## config.mk

```make
export PLATFORM = sky130hd
export DESIGN_NAME = tscap_timer
export DESIGN_NICKNAME = d
export VERILOG_FILES = /design/src/tscap_tick.v /design/src/tscap_timer.v
export VERILOG_INCLUDE_DIRS = /design/src
export SDC_FILE = /design/constraint.sdc
export NUM_CORES = 1
export LEC_CHECK = 0
export ABC_AREA = 1
export BUFFER_PORTS_ARGS = -buffer_cell sky130_fd_sc_hd__buf_4
export CORE_MARGIN = 1
export CORE_UTILIZATION = 52
export CTS_BUF_LIST = sky130_fd_sc_hd__clkbuf_4 sky130_fd_sc_hd__clkbuf_8
export DETAILED_ROUTE_END_ITERATION = 12
export GPL_TIMING_DRIVEN = 0
export PLACE_DENSITY = 0.79
export SETUP_SLACK_MARGIN = 0.2
export SLEW_MARGIN = 0
export SYNTH_ARGS = -nofsm -noshare
export SYNTH_HDL_FRONTEND = slang
export SYNTH_SLANG_ARGS = --single-unit
```

## constraint.sdc

```tcl
create_clock -name sys_clk -period 1.48 [get_ports sys_clk]
set_input_delay 0.074 -clock sys_clk [delete_from_list [all_inputs] [get_ports sys_clk]]
set_output_delay 0.074 -clock sys_clk [all_outputs]
set_load 0.02 [all_outputs]
```

## src/tscap_regs.vh

```
// Register map, field positions and timing constants of the capture timer
`ifndef TSCAP_REGS_VH
`define TSCAP_REGS_VH

// ****************************************************************
// Register byte addresses
// ****************************************************************
`define TSC_ADDR_W        8
`define TSC_OFF_CTRL      8'h00
`define TSC_OFF_CNT_LOW   8'h04
`define TSC_OFF_CNT_HIGH  8'h08
`define TSC_OFF_RLD_LOW   8'h0c
`define TSC_OFF_RLD_HIGH  8'h10
`define TSC_OFF_CLK_CTRL  8'h14
`define TSC_OFF_IRQ_EN    8'h18

// ****************************************************************
// Control register fields
// ****************************************************************
`define TSC_B_EXT_CLK     0
`define TSC_B_CAP_SRC     1
`define TSC_B_RUN         2
`define TSC_B_SPLIT       3
`define TSC_B_CAP_EN      4
`define TSC_B_LOW_IEN     5
`define TSC_B_LOW_OVF     6
`define TSC_B_HIGH_OVF    7

// Clock control and interrupt enable fields
`define TSC_B_LOW_SYSTEM_CLOCK  0
`define TSC_B_HIGH_SYSTEM_CLOCK 1
`define TSC_B_TIMER_IEN   0

// ****************************************************************
// Reset values and count limits
// ****************************************************************
`define TSC_RST_BYTE      8'h00
`define TSC_RST_CLK       2'h0
`define TSC_RST_WORD      32'h00000000
`define TSC_BYTE_MAX      8'hff
`define TSC_WORD_MAX      16'hffff
`define TSC_WORD_ZERO     16'h0000
`define TSC_BYTE_ONE      8'h01
`define TSC_WORD_ONE      16'h0001

// ****************************************************************
// Tick dividers
// ****************************************************************
`define TSC_DIV_SYS       4'hb
`define TSC_DIV_SYS_RST   4'h0
`define TSC_DIV_SYS_ONE   4'h1
`define TSC_DIV_EXT       3'h7
`define TSC_DIV_EXT_RST   3'h0
`define TSC_DIV_EXT_ONE   3'h1

`endif

```

## src/tscap_tick.v

```verilog
// Tick generator: system clock divided by 12 and external oscillator by 8
`include "tscap_regs.vh"

module tscap_tick (
	// Clock and reset
	input  wire sys_clk,
	input  wire rst,
	// External oscillator pin
	input  wire ext_osc,
	// Single-cycle ticks
	output reg  tick_div12,
	output reg  tick_ext8
);

	reg [3:0] div12_q;
	reg [2:0] div8_q;
	reg       ext_s1_q;
	reg       ext_s2_q;
	reg       ext_s3_q;
	wire      ext_rise;

	// ****************************************************************
	// System clock divided by 12
	// ****************************************************************
	always @(posedge sys_clk) begin
		if (rst) begin
			div12_q    <= `TSC_DIV_SYS_RST;
			tick_div12 <= 1'b0;
		end else begin
			if (div12_q == `TSC_DIV_SYS) begin
				div12_q    <= `TSC_DIV_SYS_RST;
				tick_div12 <= 1'b1;
			end else begin
				div12_q    <= div12_q + `TSC_DIV_SYS_ONE;
				tick_div12 <= 1'b0;
			end
		end
	end

	// ****************************************************************
	// External oscillator: synchronise, then count rising edges by 8
	// ****************************************************************
	assign ext_rise = ext_s2_q & ~ext_s3_q;

	always @(posedge sys_clk) begin
		if (rst) begin
			ext_s1_q  <= 1'b0;
			ext_s2_q  <= 1'b0;
			ext_s3_q  <= 1'b0;
			div8_q    <= `TSC_DIV_EXT_RST;
			tick_ext8 <= 1'b0;
		end else begin
			ext_s1_q  <= ext_osc;
			ext_s2_q  <= ext_s1_q;
			ext_s3_q  <= ext_s2_q;
			tick_ext8 <= ext_rise && (div8_q == `TSC_DIV_EXT);
			if (ext_rise) begin
				div8_q <= div8_q + `TSC_DIV_EXT_ONE;
			end
		end
	end

endmodule

```

## src/tscap_timer.v

```verilog
// Capture timer top: APB registers, 16-bit and split counters, capture
//
// Our own choices: the APB register port and the placing of the registers.
`include "tscap_regs.vh"

module tscap_timer (
	// Clock and reset
	input  wire        sys_clk,
	input  wire        rst,
	// APB slave
	input  wire        psel,
	input  wire        penable,
	input  wire        pwrite,
	input  wire [7:0]  paddr,
	input  wire [31:0] pwdata,
	output reg  [31:0] prdata,
	output reg         pready,
	output reg         pslverr,
	// Oscillator and capture event pins
	input  wire        ext_osc,
	input  wire        sof_in,
	input  wire        lfo_in,
	// Timer interrupt request
	output reg         timer_irq
);

	// ****************************************************************
	// Declarations
	// ****************************************************************
	// Software-visible registers
	reg  [7:0]  ctrl_q;
	reg  [7:0]  cnt_low_q;
	reg  [7:0]  cnt_high_q;
	reg  [7:0]  rld_low_q;
	reg  [7:0]  rld_high_q;
	reg  [1:0]  clk_ctrl_q;
	reg         timer_ien_q;

	// Next values from the combinational blocks
	reg  [7:0]  cnt_low_d;
	reg  [7:0]  cnt_high_d;
	reg  [7:0]  rld_low_d;
	reg  [7:0]  rld_high_d;
	reg  [7:0]  ctrl_d;
	reg         set_high;
	reg         set_low;
	reg         irq_d;
	reg  [31:0] rdata_d;
	reg         map_hit;

	// Event pin synchronisers; the third flop holds the last level
	reg         sof_s1_q;
	reg         sof_s2_q;
	reg         sof_s3_q;
	reg         lfo_s1_q;
	reg         lfo_s2_q;
	reg         lfo_s3_q;

	// Decoded controls, ticks and events
	wire        tick_div12;
	wire        tick_ext8;
	wire        split;
	wire        cap_en;
	wire        run;
	wire        tick_low;
	wire        tick_high;
	wire        sof_rise;
	wire        lfo_rise;
	wire        cap_evt;
	wire        wr_done;
	wire [15:0] cnt_word;

	// ****************************************************************
	// Functions
	// ****************************************************************
	// System clock select wins; otherwise external /8 or system /12
	function sel_tick;
		input sys_sel;
		input ext_sel;
		input t_div12;
		input t_ext8;
		begin
			if (sys_sel) begin
				sel_tick = 1'b1;
			end else if (ext_sel) begin
				sel_tick = t_ext8;
			end else begin
				sel_tick = t_div12;
			end
		end
	endfunction

	// Write strobe for one register offset
	function wr_hit;
		input       done;
		input [7:0] addr;
		input [7:0] off;
		begin
			wr_hit = done && (addr == off);
		end
	endfunction

	// ****************************************************************
	// Tick sources
	// ****************************************************************
	// Both divided ticks are one-cycle pulses on the system clock
	tscap_tick u_tick (
		.sys_clk    (sys_clk),
		.rst        (rst),
		.ext_osc    (ext_osc),
		.tick_div12 (tick_div12),
		.tick_ext8  (tick_ext8)
	);

	assign split     = ctrl_q[`TSC_B_SPLIT];
	assign cap_en    = ctrl_q[`TSC_B_CAP_EN];
	assign run       = ctrl_q[`TSC_B_RUN];
	assign cnt_word  = {cnt_high_q, cnt_low_q};

	assign tick_low  = sel_tick(clk_ctrl_q[`TSC_B_LOW_SYSTEM_CLOCK],
		ctrl_q[`TSC_B_EXT_CLK], tick_div12, tick_ext8);
	assign tick_high = sel_tick(clk_ctrl_q[`TSC_B_HIGH_SYSTEM_CLOCK],
		ctrl_q[`TSC_B_EXT_CLK], tick_div12, tick_ext8);

	// ****************************************************************
	// Capture event pins: synchronise and reduce to one-cycle pulses
	// ****************************************************************
	always @(posedge sys_clk) begin
		if (rst) begin
			sof_s1_q <= 1'b0;
			sof_s2_q <= 1'b0;
			sof_s3_q <= 1'b0;
			lfo_s1_q <= 1'b0;
			lfo_s2_q <= 1'b0;
			lfo_s3_q <= 1'b0;
		end else begin
			sof_s1_q <= sof_in;
			sof_s2_q <= sof_s1_q;
			sof_s3_q <= sof_s2_q;
			lfo_s1_q <= lfo_in;
			lfo_s2_q <= lfo_s1_q;
			lfo_s3_q <= lfo_s2_q;
		end
	end

	// Rising edge only, so a pin held high captures once
	assign sof_rise = sof_s2_q & ~sof_s3_q;
	assign lfo_rise = lfo_s2_q & ~lfo_s3_q;
	assign cap_evt  = cap_en &
		(ctrl_q[`TSC_B_CAP_SRC] ? lfo_rise : sof_rise);

	// ****************************************************************
	// APB write strobe: taken at the completing access edge
	// ****************************************************************
	// A write lands only at the edge that completes the access
	assign wr_done = psel & penable & pready & pwrite;

	// ****************************************************************
	// Counter next state
	// ****************************************************************
	always @* begin
		cnt_low_d  = cnt_low_q;
		cnt_high_d = cnt_high_q;
		rld_low_d  = rld_low_q;
		rld_high_d = rld_high_q;
		set_high   = 1'b0;
		set_low    = 1'b0;
		if (!split) begin
			if (run && tick_low) begin
				if (cnt_word == `TSC_WORD_MAX) begin
					// Capture wraps to zero so reload keeps its capture
					if (cap_en) begin
						{cnt_high_d, cnt_low_d} = `TSC_WORD_ZERO;
					end else begin
						{cnt_high_d, cnt_low_d} = {rld_high_q, rld_low_q};
					end
					set_high = 1'b1;
				end else begin
					{cnt_high_d, cnt_low_d} = cnt_word + `TSC_WORD_ONE;
				end
				if (cnt_low_q == `TSC_BYTE_MAX) begin
					set_low = 1'b1;
				end
			end
		end else begin
			if (tick_low) begin
				if (cnt_low_q == `TSC_BYTE_MAX) begin
					cnt_low_d = cap_en ? `TSC_RST_BYTE : rld_low_q;
					set_low   = 1'b1;
				end else begin
					cnt_low_d = cnt_low_q + `TSC_BYTE_ONE;
				end
			end
			// high byte gated by run enable
			if (run && tick_high) begin
				if (cnt_high_q == `TSC_BYTE_MAX) begin
					cnt_high_d = cap_en ? `TSC_RST_BYTE : rld_high_q;
					set_high   = 1'b1;
				end else begin
					cnt_high_d = cnt_high_q + `TSC_BYTE_ONE;
				end
			end
		end
		// latch the running count into the reload pair
		if (cap_evt) begin
			rld_low_d  = cnt_low_q;
			rld_high_d = cnt_high_q;
			set_high   = 1'b1;
		end
		// Software writes to data registers override hardware updates
		if (wr_hit(wr_done, paddr, `TSC_OFF_CNT_LOW)) begin
			cnt_low_d = pwdata[7:0];
		end
		if (wr_hit(wr_done, paddr, `TSC_OFF_CNT_HIGH)) begin
			cnt_high_d = pwdata[7:0];
		end
		if (wr_hit(wr_done, paddr, `TSC_OFF_RLD_LOW)) begin
			rld_low_d = pwdata[7:0];
		end
		if (wr_hit(wr_done, paddr, `TSC_OFF_RLD_HIGH)) begin
			rld_high_d = pwdata[7:0];
		end
	end

	// ****************************************************************
	// Control register and flags: hardware set wins over software clear
	// ****************************************************************
	always @* begin
		ctrl_d = ctrl_q;
		if (wr_hit(wr_done, paddr, `TSC_OFF_CTRL)) begin
			ctrl_d = pwdata[7:0];
		end
		// Hardware sets are ORed in after the write, so a set wins
		ctrl_d[`TSC_B_HIGH_OVF] = ctrl_d[`TSC_B_HIGH_OVF] | set_high;
		ctrl_d[`TSC_B_LOW_OVF]  = ctrl_d[`TSC_B_LOW_OVF] | set_low;
		// level request, with the timer interrupt enable set, while the high flag, or the low flag with its enable set, is pending
		irq_d = timer_ien_q & (ctrl_d[`TSC_B_HIGH_OVF] |
			(ctrl_d[`TSC_B_LOW_IEN] & ctrl_d[`TSC_B_LOW_OVF]));
	end

	// ****************************************************************
	// Read data decode
	// ****************************************************************
	always @* begin
		rdata_d = `TSC_RST_WORD;
		map_hit = 1'b1;
		case (paddr)
			`TSC_OFF_CTRL: begin
				rdata_d[7:0] = ctrl_q;
			end
			// Count bytes read separately; no atomic 16-bit read
			`TSC_OFF_CNT_LOW: begin
				rdata_d[7:0] = cnt_low_q;
			end
			`TSC_OFF_CNT_HIGH: begin
				rdata_d[7:0] = cnt_high_q;
			end
			`TSC_OFF_RLD_LOW: begin
				rdata_d[7:0] = rld_low_q;
			end
			`TSC_OFF_RLD_HIGH: begin
				rdata_d[7:0] = rld_high_q;
			end
			`TSC_OFF_CLK_CTRL: begin
				rdata_d[1:0] = clk_ctrl_q;
			end
			`TSC_OFF_IRQ_EN: begin
				rdata_d[`TSC_B_TIMER_IEN] = timer_ien_q;
			end
			// Unmapped offsets read zero and answer with an error
			default: begin
				map_hit = 1'b0;
			end
		endcase
	end

	// ****************************************************************
	// Registers and APB answer
	// ****************************************************************
	always @(posedge sys_clk) begin
		if (rst) begin
			ctrl_q      <= `TSC_RST_BYTE;
			cnt_low_q   <= `TSC_RST_BYTE;
			cnt_high_q  <= `TSC_RST_BYTE;
			rld_low_q   <= `TSC_RST_BYTE;
			rld_high_q  <= `TSC_RST_BYTE;
			clk_ctrl_q  <= `TSC_RST_CLK;
			timer_ien_q <= 1'b0;
			timer_irq   <= 1'b0;
			prdata      <= `TSC_RST_WORD;
			pready      <= 1'b0;
			pslverr     <= 1'b0;
		end else begin
			ctrl_q     <= ctrl_d;
			cnt_low_q  <= cnt_low_d;
			cnt_high_q <= cnt_high_d;
			rld_low_q  <= rld_low_d;
			rld_high_q <= rld_high_d;
			timer_irq  <= irq_d;
			// Clock control and interrupt enable change only by writes
			if (wr_hit(wr_done, paddr, `TSC_OFF_CLK_CTRL)) begin
				clk_ctrl_q <= pwdata[1:0];
			end
			if (wr_hit(wr_done, paddr, `TSC_OFF_IRQ_EN)) begin
				timer_ien_q <= pwdata[`TSC_B_TIMER_IEN];
			end
			// Setup cycle arms the answer for the first access cycle
			if (psel && !penable) begin
				pready  <= 1'b1;
				pslverr <= ~map_hit;
				prdata  <= pwrite ? `TSC_RST_WORD : rdata_d;
			end else begin
				// The answer stands for one cycle only
				pready  <= 1'b0;
				pslverr <= 1'b0;
				prdata  <= `TSC_RST_WORD;
			end
		end
	end

endmodule

```

# == Word level (Yosys, flattened, before mapping) ==
# Index checks and enable logic that the tools add are counted.
# W data, S select, Z words.
# op_classes
reduce_logical,23
n_bitwise,17
addsub,5
muxes,39
n_eq_ne,13
# op_table
cell,count
$mux W8,19
$pmux W6 S5,1
$eq A8 B5 Y1 const B,3
$mux W1,17
$add A16 B1 Y16 const B,1
$add A8 B1 Y8 const B,2
$eq A16 B16 Y1 const B,1
$eq A8 B4 Y1 const B,2
$eq A8 B8 Y1 const B,2
$logic_and A1 B1 Y1,11
$and A1 B1 Y1,9
$eq A8 B3 Y1 const B,1
$logic_not A8 Y1,1
$pmux W1 S7,1
$reduce_or A7 Y1,1
$ne A3 B1 Y1 const B,2
$pmux W1 S6,1
$reduce_bool A3 Y1,2
$not A1 Y1,5
$add A4 B1 Y4 const B,1
$eq A4 B4 Y1 const B,1
$reduce_and A2 Y1,2
$reduce_bool A2 Y1,2
$reduce_or A2 Y1,2
other kinds (5),7
# totals
output_inout_bits,35
in_bits,48
regBits,96
word_cells,123

# == Logic depth before layout (Yosys ltp) ==
# Gate-level depths: netlist of run 1.
# depth
ltp_word,9
mapped_depth,11

# == Hierarchy ==
# Synthesis of run 1 repeated with hierarchy kept, for this count alone.
# unflattened
cells_unflattened,690
hier_area_um2,4426.7
# modules_own_cells
module,cells_each,area_each_um2,instances,seq_area_each_um2
tscap_timer,636,3965.1,1,1201.2
tscap_tick,54,461.7,1,240.2

# == Worst setup path after synthesis of run 1 ==
# OpenSTA, ideal clock, no wires.
# synth_path
path_kind,register to register
from,reg cnt_high_q[0]
to,reg cnt_high_q[7]
required_ns,1.362
stages_incl_launch_ff,11
path_buffers,0
path_slack_ns,0.004
arrival_ns,1.359
cell_sequence,dfxtp_1 ha_1 nand2_2 nor2_2 nand2_4 o21ai_0 inv_1 nand2_1 nand3_1 nor2_1 nor2_1
# synth_between
elab_chain_len,5
# synth_rtl
element,line_no,source
"start, declared",tscap_timer.v:33,reg [7:0] cnt_high_q;
"start signal, assigned",tscap_timer.v:284,cnt_high_q <= `TSC_RST_BYTE;
"start signal, assigned",tscap_timer.v:296,cnt_high_q <= cnt_high_d;
"$add A16 B1 Y16 (no line), or another cell as far along",n/a,
$mux W8 (on tied branches),"tscap_timer.v:170, tscap_timer.v:196",
$mux W8 (on tied branches),"tscap_timer.v:169, tscap_timer.v:195",
$mux W8 (*),tscap_timer.v:168,if (!split) begin
$mux W8 (*),tscap_timer.v:214,"if (wr_hit(wr_done, paddr, `TSC_OFF_CNT_HIGH)) begin"
# Mark *: on every way between the ends. The rest lies on a longest branch, timed or not. The select of a mux whose other input is x is not followed.
# A chain may end at the register's enable or synchronous reset.

# == Worst setup path in the final report of run 1 ==
# Ends and elaborated chain as after synthesis.

==> run_results.csv, run 1 <==
group,metric,value,unit
status,status,"finished, violations left",
status,violations,"hold timing, setup timing",
timing,max-slew-margin-rel,48.7,%
synthesis,synthCells,674,
pwr,p_total,0.00374,W
critical_path,r2r_start,"cnt_high_q[0]",
layout,seq_area,1470,um2
timing,finClkSkew,0.0132,ns
floorplanning,coreArea,8260,um2
placed_design,placed_cells,836,
pwr,p_leak,2.76,nW
layout,fin_nets,832,
layout,multi_input_area,2880,um2
critical_path,worstPathArrival,1.77,ns
pwr,ir_drop,0.000661,V
min_path,min_path_cells,2,
detailed_routing,viasPerCell,5.46,
clock_network,root_buffer,"clkbuf_8",
timing,slew_viol_final,0,
timing,finalCritPeriodShare,103,%
timing,finalHoldWorstSlack,-0.0740,ns
critical_path,ff2ff_setup_slack,-0.05,ns
synthesis,synth_cell_types,40,
clock_network,htree_levels,3,
synthesis,ys_ff_latch,72,
critical_path,crit_path_end_kind,"flip-flop",
clock_network,clockBufferDepth,2,
timing,tightest_slew,0.770,ns
detailed_routing,vias,4854,
floorplanning,boundaryPins,83,
clock_network,worstSkewPairLatency,0.35,ns
critical_path,slowest_delay,0.40,ns
min_path,hold_class,"in2reg",
placed_design,gp_congestion,0.970,
critical_path,rr_worst_depth,9,
synthesis,synthArstFlopShare,0,%
clock_network,clk_pin_slew,0.09,ns
timing,period_minus_slack,1.53,ns
critical_path,path_depth,9,
floorplanning,rows,33,
floorplanning,initial_utilization,54.2,%
critical_path,crit_top_cell,"nor2_4",
floorplanning,die_h,94.8,um
grt,grt_pass1_vias,4333,
critical_path,cpMaxStageDelayCell,"dfxtp_4",
detailed_routing,wl_per_cell,16.7,um
critical_path,worst-path-buf-inv,0,
run,maxCapViolCount,0,
detailed_routing,drc_errors,0,
grt,grt_use_total,32.2,%
critical_path,required,1.72,ns
critical_path,start_kind,"flip-flop",
floorplanning,die_w,94.8,um
synthesis,synthTopCellsByArea,"dfxtp_1 (32%), nand2_1 (14%), nand3_1 (6.9%), inv_1 (6.6%), nor2_1 (6.0%)",
min_path,min_to,"cnt_high_q[1]",
layout,antenna_cells,0,
layout,finalNonFillerCells,889,
detailed_routing,routed_wl,14.8,mm
timing,fmax,655,MHz
grt,gr-total-overflow,0,
critical_path,cp_max_fo,5,
synthesis,syn_avg_cell_area,6.64,um2
grt,grt_max_degree,14,
critical_path,cp_cell_sequence,"ha_4 > nand2_4 > nor2_4 > nand2_8 > nor2_4 > nor2_4 > a21boi_1 > nor2_1 > nor2_1",
timing,rsz0062_at_grt,"yes",
synthesis,netlist_area,4480,um2
detailed_routing,drt_iter0_markers,491,
pwr,power_density,626,nW/um2
layout,final_util,72.4,%
critical_path,reg2reg_to,"cnt_high_q[7]",
synthesis,synth_top_cell_area_share,32.2,%
synthesis,synth_area_leader_cell,"dfxtp_1",
clock_network,cts_hold_buf,3,
grt,antenna_found_initial,0,
layout,nFillCells,677,
placed_design,portBuffers,34,
min_path,hold_start,"rst",
critical_path,path_delay_family,"simple AND/OR/NAND/NOR gates",
detailed_routing,firstDrtPassIters,6,
placed_design,hpwl,10.4,mm
timing,worst_slack,-0.0467,ns
layout,syn2layout_area_growth,33.5,%
timing,hold_violations,3,
detailed_routing,ant_nets,0,
floorplanning,dieArea,8980,um2
clock_network,cts_tree,"done",
layout,drive_above_1_share,34.3,%
clock_network,clkSinkCount,72,
synthesis,yosys_warnings,0,
clock_network,cts_buffers,9,
synthesis,ys_seq_area_share,32.2,%
synthesis,synth_flop_cell,"dfxtp_1",
critical_path,critPathKind,"reg2reg",
grt,grt_pass1_wl,21.5,mm
critical_path,critPathLaunch,"cnt_high_q[0]",
synthesis,synth_edf_count,0,
timing,setup_violations,9,
## layout make-up
type | count | share of cell area, %
buffer | 41 | 5.55
clock buffer | 9 | 2.07
clock inverter | 7 | 0.796
inverter | 89 | 6.07
multi-input combinational | 496 | 48.1
sequential | 72 | 24.6
tap | 105 | 2.20
timing repair buffer | 70 | 10.6
## report_power, final
part	total [W]	internal [W]	leakage (nW)	switching, W
registers	0.00196	0.00195	0.592	0.0000107
logic	0.000356	0.000136	2.09	0.000220
clock network	0.00142	0.000608	0.0854	0.000813
## worst max-delay path by stage
stage / end / slack (ns)
global route: cnt_high_q[7] / -0.12
floorplan: cnt_low_q[3] / 0.13
CTS: cnt_low_q[3] / -0.02
finish: cnt_high_q[7] / -0.05
global placement: cnt_low_q[3] / -0.13
detailed placement: cnt_low_q[3] / -0.14
## metal layers
metal	track usage, %	wire [um]
met3	4.19	1410
met4	10.9	473
met5	0	0
met1	42.9	5960
met2	53.4	6980
## cells by family after synthesis
kind of cell | after synthesis | share of synthesized area (%)
compound gates | 101 | 13.4
xor+xnor | 4 | 0.783
fa+ha+maj | 5 | 1.40
buf+inv | 130 | 14.2
flops | 72 | 32.2
other cells | 1 | 0.0838
simple gates | 361 | 37.9
## metrics by stage
stage	setup TNS [ns]	setup WS (ns)	instance area, um2
6_report	-0.222	-0.0467	5980
5_1_grt	-1.16	-0.120	5980
3_3_place_gp	-0.931	-0.130	5020
4_1_cts	-0.0601	-0.0219	5510
3_5_place_dp	-0.818	-0.138	5020
2_1_floorplan	0	0.130	4630
## worst register-to-register path: cells and delay by family (launching register included)
| family | cells | cell delay, ns |
|---|---|---|
| fa+ha+maj | 1 | 0.17 |
| compound gates | 1 | 0.13 |
| flops | 1 | 0.40 |
| simple gates | 7 | 0.73 |
## timing repair
item	4_1_cts	5_1_grt
resized for setup	38	102
gates cloned	1	5
buffers inserted	21	7
hold endpoints to repair	6	3
pin swaps	19	27
setup endpoints to repair	34	43
## registers in the layout (all words and copies together), names as in the netlist, 2 cells and up
register / count
rld_low_q: 8
cnt_low_q: 8
cnt_high_q: 8
ctrl_q: 8
u_tick.div12_q: 4
clk_ctrl_q: 2
prdata: 8
u_tick.div8_q: 3
rld_high_q: 8
## layout by cell type, fill, tap and decap left out, types with 4 or more instances in the layout
| cell type | Yosys | routed |
|---|---|---|
| buf_8 | 0 | 4 |
| nand4_1 | 7 | 7 |
| clkbuf_8 | 0 | 9 |
| buf_2 | 7 | 4 |
| nand3_1 | 62 | 50 |
| o22ai_1 | 4 | 4 |
| a31oi_1 | 8 | 8 |
| nand2_8 | 2 | 7 |
| dfxtp_4 | 0 | 4 |
| nor2_4 | 7 | 14 |
| nand2_1 | 172 | 147 |
| a21oi_2 | 4 | 13 |
| inv_2 | 6 | 7 |
| clkinv_2 | 1 | 4 |
| o21ai_0 | 31 | 25 |
| nand3_2 | 5 | 16 |
| nor2_2 | 7 | 9 |
| nor3_1 | 5 | 4 |
| inv_1 | 79 | 76 |
| conb_1 | 1 | 24 |
| dfxtp_2 | 0 | 13 |
| o211ai_1 | 4 | 4 |
| dfxtp_1 | 72 | 55 |
| o21ai_1 | 9 | 9 |
| buf_6 | 4 | 18 |
| buf_4 | 25 | 75 |
| a21oi_1 | 31 | 22 |
| nand2_2 | 13 | 26 |
| o21ai_2 | 4 | 10 |
| nor2_1 | 72 | 63 |
| nand2_4 | 5 | 13 |
## cells in the mapped netlist (7+ instances only)
master / n
nor2_2: 7
o21ai_0: 31
a21oi_1: 31
inv_1: 79
buf_4: 25
nand2_2: 13
nand4_1: 7
o21ai_1: 9
nor2_4: 7
a31oi_1: 8
buf_2: 7
nand2_1: 172
nand3_1: 62
dfxtp_1: 72
nor2_1: 72
No activity file was read; power rests on OpenSTA's default activity.
==> inputs of run 2 (changes only) <==
--- a/config.mk
+++ b/config.mk
@@ -9,11 +9,11 @@
 export ABC_AREA = 1
 export BUFFER_PORTS_ARGS = -buffer_cell sky130_fd_sc_hd__buf_4
 export CORE_MARGIN = 1
-export CORE_UTILIZATION = 52
-export CTS_BUF_LIST = sky130_fd_sc_hd__clkbuf_4 sky130_fd_sc_hd__clkbuf_8
+export CORE_UTILIZATION = 60
+export CTS_BUF_LIST = sky130_fd_sc_hd__clkbuf_4 sky130_fd_sc_hd__clkbuf_8 sky130_fd_sc_hd__clkbuf_16
 export DETAILED_ROUTE_END_ITERATION = 12
 export GPL_TIMING_DRIVEN = 0
-export PLACE_DENSITY = 0.79
+export PLACE_DENSITY = 0.86
 export SETUP_SLACK_MARGIN = 0.2
 export SLEW_MARGIN = 0
 export SYNTH_ARGS = -nofsm -noshare
==> constraint.sdc (replaced) <==
create_clock -name sys_clk -period 2 [get_ports sys_clk]
set_input_delay 0.3 -clock sys_clk [delete_from_list [all_inputs] [get_ports sys_clk]]
set_output_delay 0.3 -clock sys_clk [all_outputs]
set_load 0.02 [all_outputs]
==> run_results.csv, run 2 (synthesis gave the netlist of run 1 again) <==
group,metric,value,unit
status,status,"finished clean",
grt,antenna_found_initial,0,
clock_network,htree_levels,3,
layout,final_common_cell,"nand2_1",
layout,fin_nets,795,
floorplanning,die_w,88.4,um
run,maxCapViolCount,0,
detailed_routing,wl_met3,1.41,mm
critical_path,cp_cell_sequence,"ha_2 > nand2_1 > nor2_4 > nand2_4 > nand2_4 > nand2_2 > nor2_1 > nor2_1 > a21oi_1",
floorplanning,die_h,88.4,um
layout,drive_above_1_share,21.0,%
timing,setup_violations,0,
layout,final_util,71.3,%
pwr,ir_drop,0.000693,V
critical_path,worst-path-buf-inv,0,
floorplanning,rows,31,
min_path,hold_class,"in2reg",
placed_design,portBuffers,34,
timing,setup_tns,0,ns
floorplanning,boundaryPins,83,
timing,rsz0062_at_grt,"yes",
pwr,p_total,0.00281,W
detailed_routing,vias,4722,
timing,finalCritPeriodShare,85.8,%
clock_network,root_buffer,"clkbuf_8",
critical_path,start_kind,"flip-flop",
detailed_routing,wirelength_met1,5.55,mm
timing,fmax,583,MHz
grt,gr-total-overflow,0,
detailed_routing,wl_per_cell,16.7,um
layout,syn2layout_area_growth,14.9,%
detailed_routing,firstDrtPassIters,6,
grt,grt_pass1_wl,21.7,mm
detailed_routing,routed_wl,14.2,mm
detailed_routing,routed-wl-met2,6.62,mm
detailed_routing,dr.max_layer_used,"met4",
timing,worst_slack,0.284,ns
timing,tightest_slew,0.842,ns
layout,antenna_cells,0,
critical_path,slowest_delay,0.42,ns
timing,hold_violations,0,
layout,nFillCells,614,
placed_design,place_ws,0.161,ns
critical_path,worstPathArrival,1.99,ns
clock_network,cts_hold_buf,0,
floorplanning,dieArea,7810,um2
critical_path,cp_max_fo,9,
detailed_routing,viasPerCell,5.58,
grt,grt_max_degree,14,
critical_path,path_delay_family,"simple AND/OR/NAND/NOR gates",
timing,finClkSkew,0.0104,ns
clock_network,worstSkewPairLatency,0.35,ns
pwr,p_leak,2.37,nW
critical_path,crit_path_end_kind,"flip-flop",
timing,period_minus_slack,1.72,ns
clock_network,clkSinkCount,72,
placed_design,hpwl,10.8,mm
layout,layout_common_cells,"nand2_1 (172), inv_1 (79), nor2_1 (71), dfxtp_1 (68), nand3_1 (62)",
clock_network,clockBufferDepth,2,
placed_design,gp_congestion,0.930,
clock_network,cts_buffers,9,
critical_path,required,2.27,ns
floorplanning,coreArea,7210,um2
detailed_routing,ant_nets,0,
clock_network,cts_setup_buffers,0,
detailed_routing,drc_errors,0,
timing,slew_viol_final,0,
pwr,power_density,546,nW/um2
floorplanning,initial_utilization,62.0,%
clock_network,cts_tree,"done",
critical_path,critPathKind,"reg2reg",
grt,grt_use_total,37.7,%
critical_path,cpMaxStageDelayCell,"dfxtp_2",
timing,max-slew-margin-rel,43.9,%
detailed_routing,drt_iter0_markers,470,
clock_network,clk_pin_slew,0.08,ns
grt,grt_pass1_vias,4444,
run 2: what timing repair did:
item	in CTS	in global routing
resized for setup	2	10
pin swaps	0	0
endpoints found under the setup margin	8	18
endpoints found under the hold margin	0	0
run 2: routing by layer:
metal  up-vias  track usage [%]
met5         -                0
met4         0             18.9
met3        51             9.24
met2       256             61.7
met1      2169             46.2
li1       2246                -
run 2: layout make-up:
type | count | area [um2] | area share, %
Multi-Input combinational cell | 495 | 2500 | 48.6
Clock buffer | 10 | 138 | 2.68
Sequential cell | 72 | 1450 | 28.2
Timing Repair Buffer | 34 | 255 | 4.96
Clock inverter | 6 | 42.5 | 0.827
Tap cell | 99 | 124 | 2.41
Inverter | 89 | 348 | 6.76
Buffer | 41 | 288 | 5.60
run 2: final timing paths:
kind	from	depth (start not counted)	slack [ns]	endpoint
worst min register to register	sof_s1_q	2	0.41	sof_s2_q
worst max-delay path	cnt_low_q[1]	9	0.28	timer_irq
worst min-delay path	lfo_in	3	0.15	lfo_s1_q
worst max register to register	cnt_low_q[1]	9	0.28	timer_irq
run 2: per-stage QoR:
stage                     std cells  area [um2]  hold slack [ns]
final                           846        5140            0.151
after global routing            846        5140            0.159
after CTS                       846        5120            0.154
after detailed placement        830        4940            0.402
after global placement          830        4940            0.394
after floorplan                 697        4560            0.362
run 2: worst min-delay path, delay by kind of cell:
family	cells	cell delay, ns
and+or+nand+nor	1	0.06
buffers and inverters	2	0.11
run 2: power by group:
group          total, W  switching (W)  leakage [nW]  internal (W)
clock           0.00110       0.000614        0.0891      0.000489
combinational  0.000250       0.000159          1.70     0.0000915
sequential      0.00146     0.00000810         0.585       0.00145
total           0.00281       0.000781          2.37       0.00203
==> inputs of run 3 (changes only) <==
--- a/config.mk
+++ b/config.mk
@@ -9,11 +9,11 @@
 export ABC_AREA = 1
 export BUFFER_PORTS_ARGS = -buffer_cell sky130_fd_sc_hd__buf_4
 export CORE_MARGIN = 1
-export CORE_UTILIZATION = 60
-export CTS_BUF_LIST = sky130_fd_sc_hd__clkbuf_4 sky130_fd_sc_hd__clkbuf_8 sky130_fd_sc_hd__clkbuf_16
+export CORE_UTILIZATION = 58
+export CTS_BUF_LIST = sky130_fd_sc_hd__clkbuf_2 sky130_fd_sc_hd__clkbuf_4 sky130_fd_sc_hd__clkbuf_8
 export DETAILED_ROUTE_END_ITERATION = 12
 export GPL_TIMING_DRIVEN = 0
-export PLACE_DENSITY = 0.86
+export PLACE_DENSITY = 0.84
 export SETUP_SLACK_MARGIN = 0.2
 export SLEW_MARGIN = 0
 export SYNTH_ARGS = -nofsm -noshare
==> constraint.sdc (replaced) <==
create_clock -name sys_clk -period 1.7 [get_ports sys_clk]
set_input_delay 0.255 -clock sys_clk [delete_from_list [all_inputs] [get_ports sys_clk]]
set_output_delay 0.255 -clock sys_clk [all_outputs]
set_load 0.02 [all_outputs]
==> run_results.csv, run 3 (synthesis gave the netlist of run 1 again) <==
group,metric,value,unit
clock_network,clk_pin_slew,0.08,ns
critical_path,start_kind,"flip-flop",
grt,grt_util_met2,56.7,%
grt,grt_use_total,35.0,%
layout,syn2layout_area_growth,21.8,%
clock_network,clockBufferDepth,2,
placed_design,hpwl,10.3,mm
timing,finClkSkew,0.00572,ns
critical_path,critPathKind,"reg2reg",
clock_network,cts_buffers,9,
critical_path,cp_cell_sequence,"ha_4 > nand2_4 > nor2_4 > nand2_4 > nand2_8 > nand2_8 > nand3_2 > nand2_1 > a21oi_2 > nor2_1",
grt,met1_usage,43.6,%
floorplanning,boundaryPins,83,
layout,antenna_cells,0,
run,maxCapViolCount,0,
critical_path,required,1.93,ns
layout,layout_common_cells,"nand2_1 (166), buf_4 (77), inv_1 (76), nor2_1 (66), dfxtp_1 (61)",
status,status,"finished clean",
timing,hold_violations,0,
floorplanning,initial_utilization,60.7,%
detailed_routing,drc_errors,0,
min_path,hold_class,"in2reg",
detailed_routing,drt_iter0_markers,438,
critical_path,cpMaxStageDelayCell,"dfxtp_4",
floorplanning,die_w,89.8,um
detailed_routing,vias,4829,
layout,final_common_cell,"nand2_1",
timing,slew_viol_final,0,
layout,finalNonFillerCells,867,
floorplanning,die_h,89.8,um
clock_network,worstSkewPairLatency,0.35,ns
placed_design,gp_congestion,0.931,
pwr,power_density,622,nW/um2
critical_path,path_delay_family,"simple AND/OR/NAND/NOR gates",
layout,fin_nets,817,
critical_path,cp_max_fo,8,
pwr,p_leak,2.53,nW
critical_path,crit_path_end_kind,"flip-flop",
clock_network,cts_hold_buf,0,
timing,rsz0062_at_grt,"yes",
grt,gr-usage-met3,9.22,%
clock_network,htree_levels,3,
timing,worst_slack,0.175,ns
floorplanning,dieArea,8070,um2
clock_network,clkSinkCount,72,
grt,top_usage_layer,"met2",
grt,grt_pass1_wl,21.8,mm
layout,drive_above_1_share,26.7,%
detailed_routing,ant_nets,0,
grt,grt_max_degree,14,
timing,tightest_slew,0.755,ns
detailed_routing,viasPerCell,5.57,
timing,fmax,656,MHz
clock_network,cts_tree,"done",
grt,grt_pass1_vias,4332,
critical_path,worst-path-buf-inv,0,
grt,gr-total-overflow,0,
pwr,p_total,0.00339,W
clock_network,root_buffer,"clkbuf_8",
timing,finalHoldWorstSlack,0.0956,ns
timing,finalCritPeriodShare,89.7,%
timing,max-slew-margin-rel,49.7,%
detailed_routing,wl_per_cell,16.5,um
timing,setup_violations,0,
critical_path,slowest_delay,0.38,ns
critical_path,worstPathArrival,1.75,ns
timing,period_minus_slack,1.52,ns
detailed_routing,routed_wl,14.3,mm
grt,antenna_found_initial,0,
floorplanning,coreArea,7370,um2
placed_design,place_ws,-0.108,ns
pwr,ir_drop,0.000629,V
floorplanning,rows,31,
layout,nFillCells,631,
placed_design,portBuffers,34,
detailed_routing,firstDrtPassIters,6,
placed_design,placed_cells,830,
[run 3: cell types whose count changed in the layout (fill, tap and decap cells not counted), moves of 4 or more]
cell     previous run  this run
dfxtp_1            68        61
dfxtp_2             3         7
nand2_1           172       166
nor2_1             71        66
buf_4              59        77
nand2_2            13        18
[run 3: area by class of cell]
| cell class | count | area [um2] | share of cell area (%) |
|---|---|---|---|
| timing repair buffer | 54 | 407 | 7.46 |
| clock buffer | 9 | 124 | 2.27 |
| multi-input combinational | 497 | 2610 | 47.9 |
| clock inverter | 6 | 70.1 | 1.29 |
| buffer | 41 | 298 | 5.46 |
| sequential | 72 | 1470 | 26.9 |
| inverter | 89 | 353 | 6.47 |
| tap | 99 | 124 | 2.27 |
[run 3: worst register-to-register path: stages, from the launching register on]
cell and delay [ns]:
dfxtp_4 0.38, ha_4 0.17, nand2_4 0.07, nor2_4 0.16
nand2_4 0.12, nand2_8 0.13, nand2_8 0.08, nand3_2 0.07
nand2_1 0.06, a21oi_2 0.11, nor2_1 0.05
[run 3: what timing repair did]
item                       in CTS  in global routing
setup endpoints to repair      22                 34
cloned                          2                  1
resized for setup              24                 33
buffers inserted                6                 13
pin swaps                       5                 19
[run 3: report_power, final]
group / internal [W] / switching (W)
clock network: 0.000677 / 0.000713
registers: 0.00170 / 0.00000985
logic: 0.000109 / 0.000185
[run 3: through the flow]
stage	setup TNS [ns]	utilization, %	instance area (um2)
final	0	74.0	5450
after global routing	0	74.0	5450
after CTS	0	71.4	5260
after detailed placement	-0.941	67.0	4940
after global placement	-0.656	67.0	4940
after floorplan	0	-	4560
[run 3: routing by layer]
metal,part of all wire (%),vias up
met1,40,2221
met4,3.0,0
met5,0,-
met2,47,281
met3,9.7,41
li1,-,2286
[run 3: worst paths after layout]
| kind | from | to | slack (ns) | cells after the start |
|---|---|---|---|---|
| setup reg to reg | cnt_high_q[1] | cnt_low_q[3] | 0.18 | 10 |
| hold / removal | lfo_in | lfo_s1_q | 0.1 | 3 |
| setup / recovery | cnt_high_q[1] | cnt_low_q[3] | 0.18 | 10 |
| hold reg to reg | sof_s1_q | sof_s2_q | 0.41 | 2 |
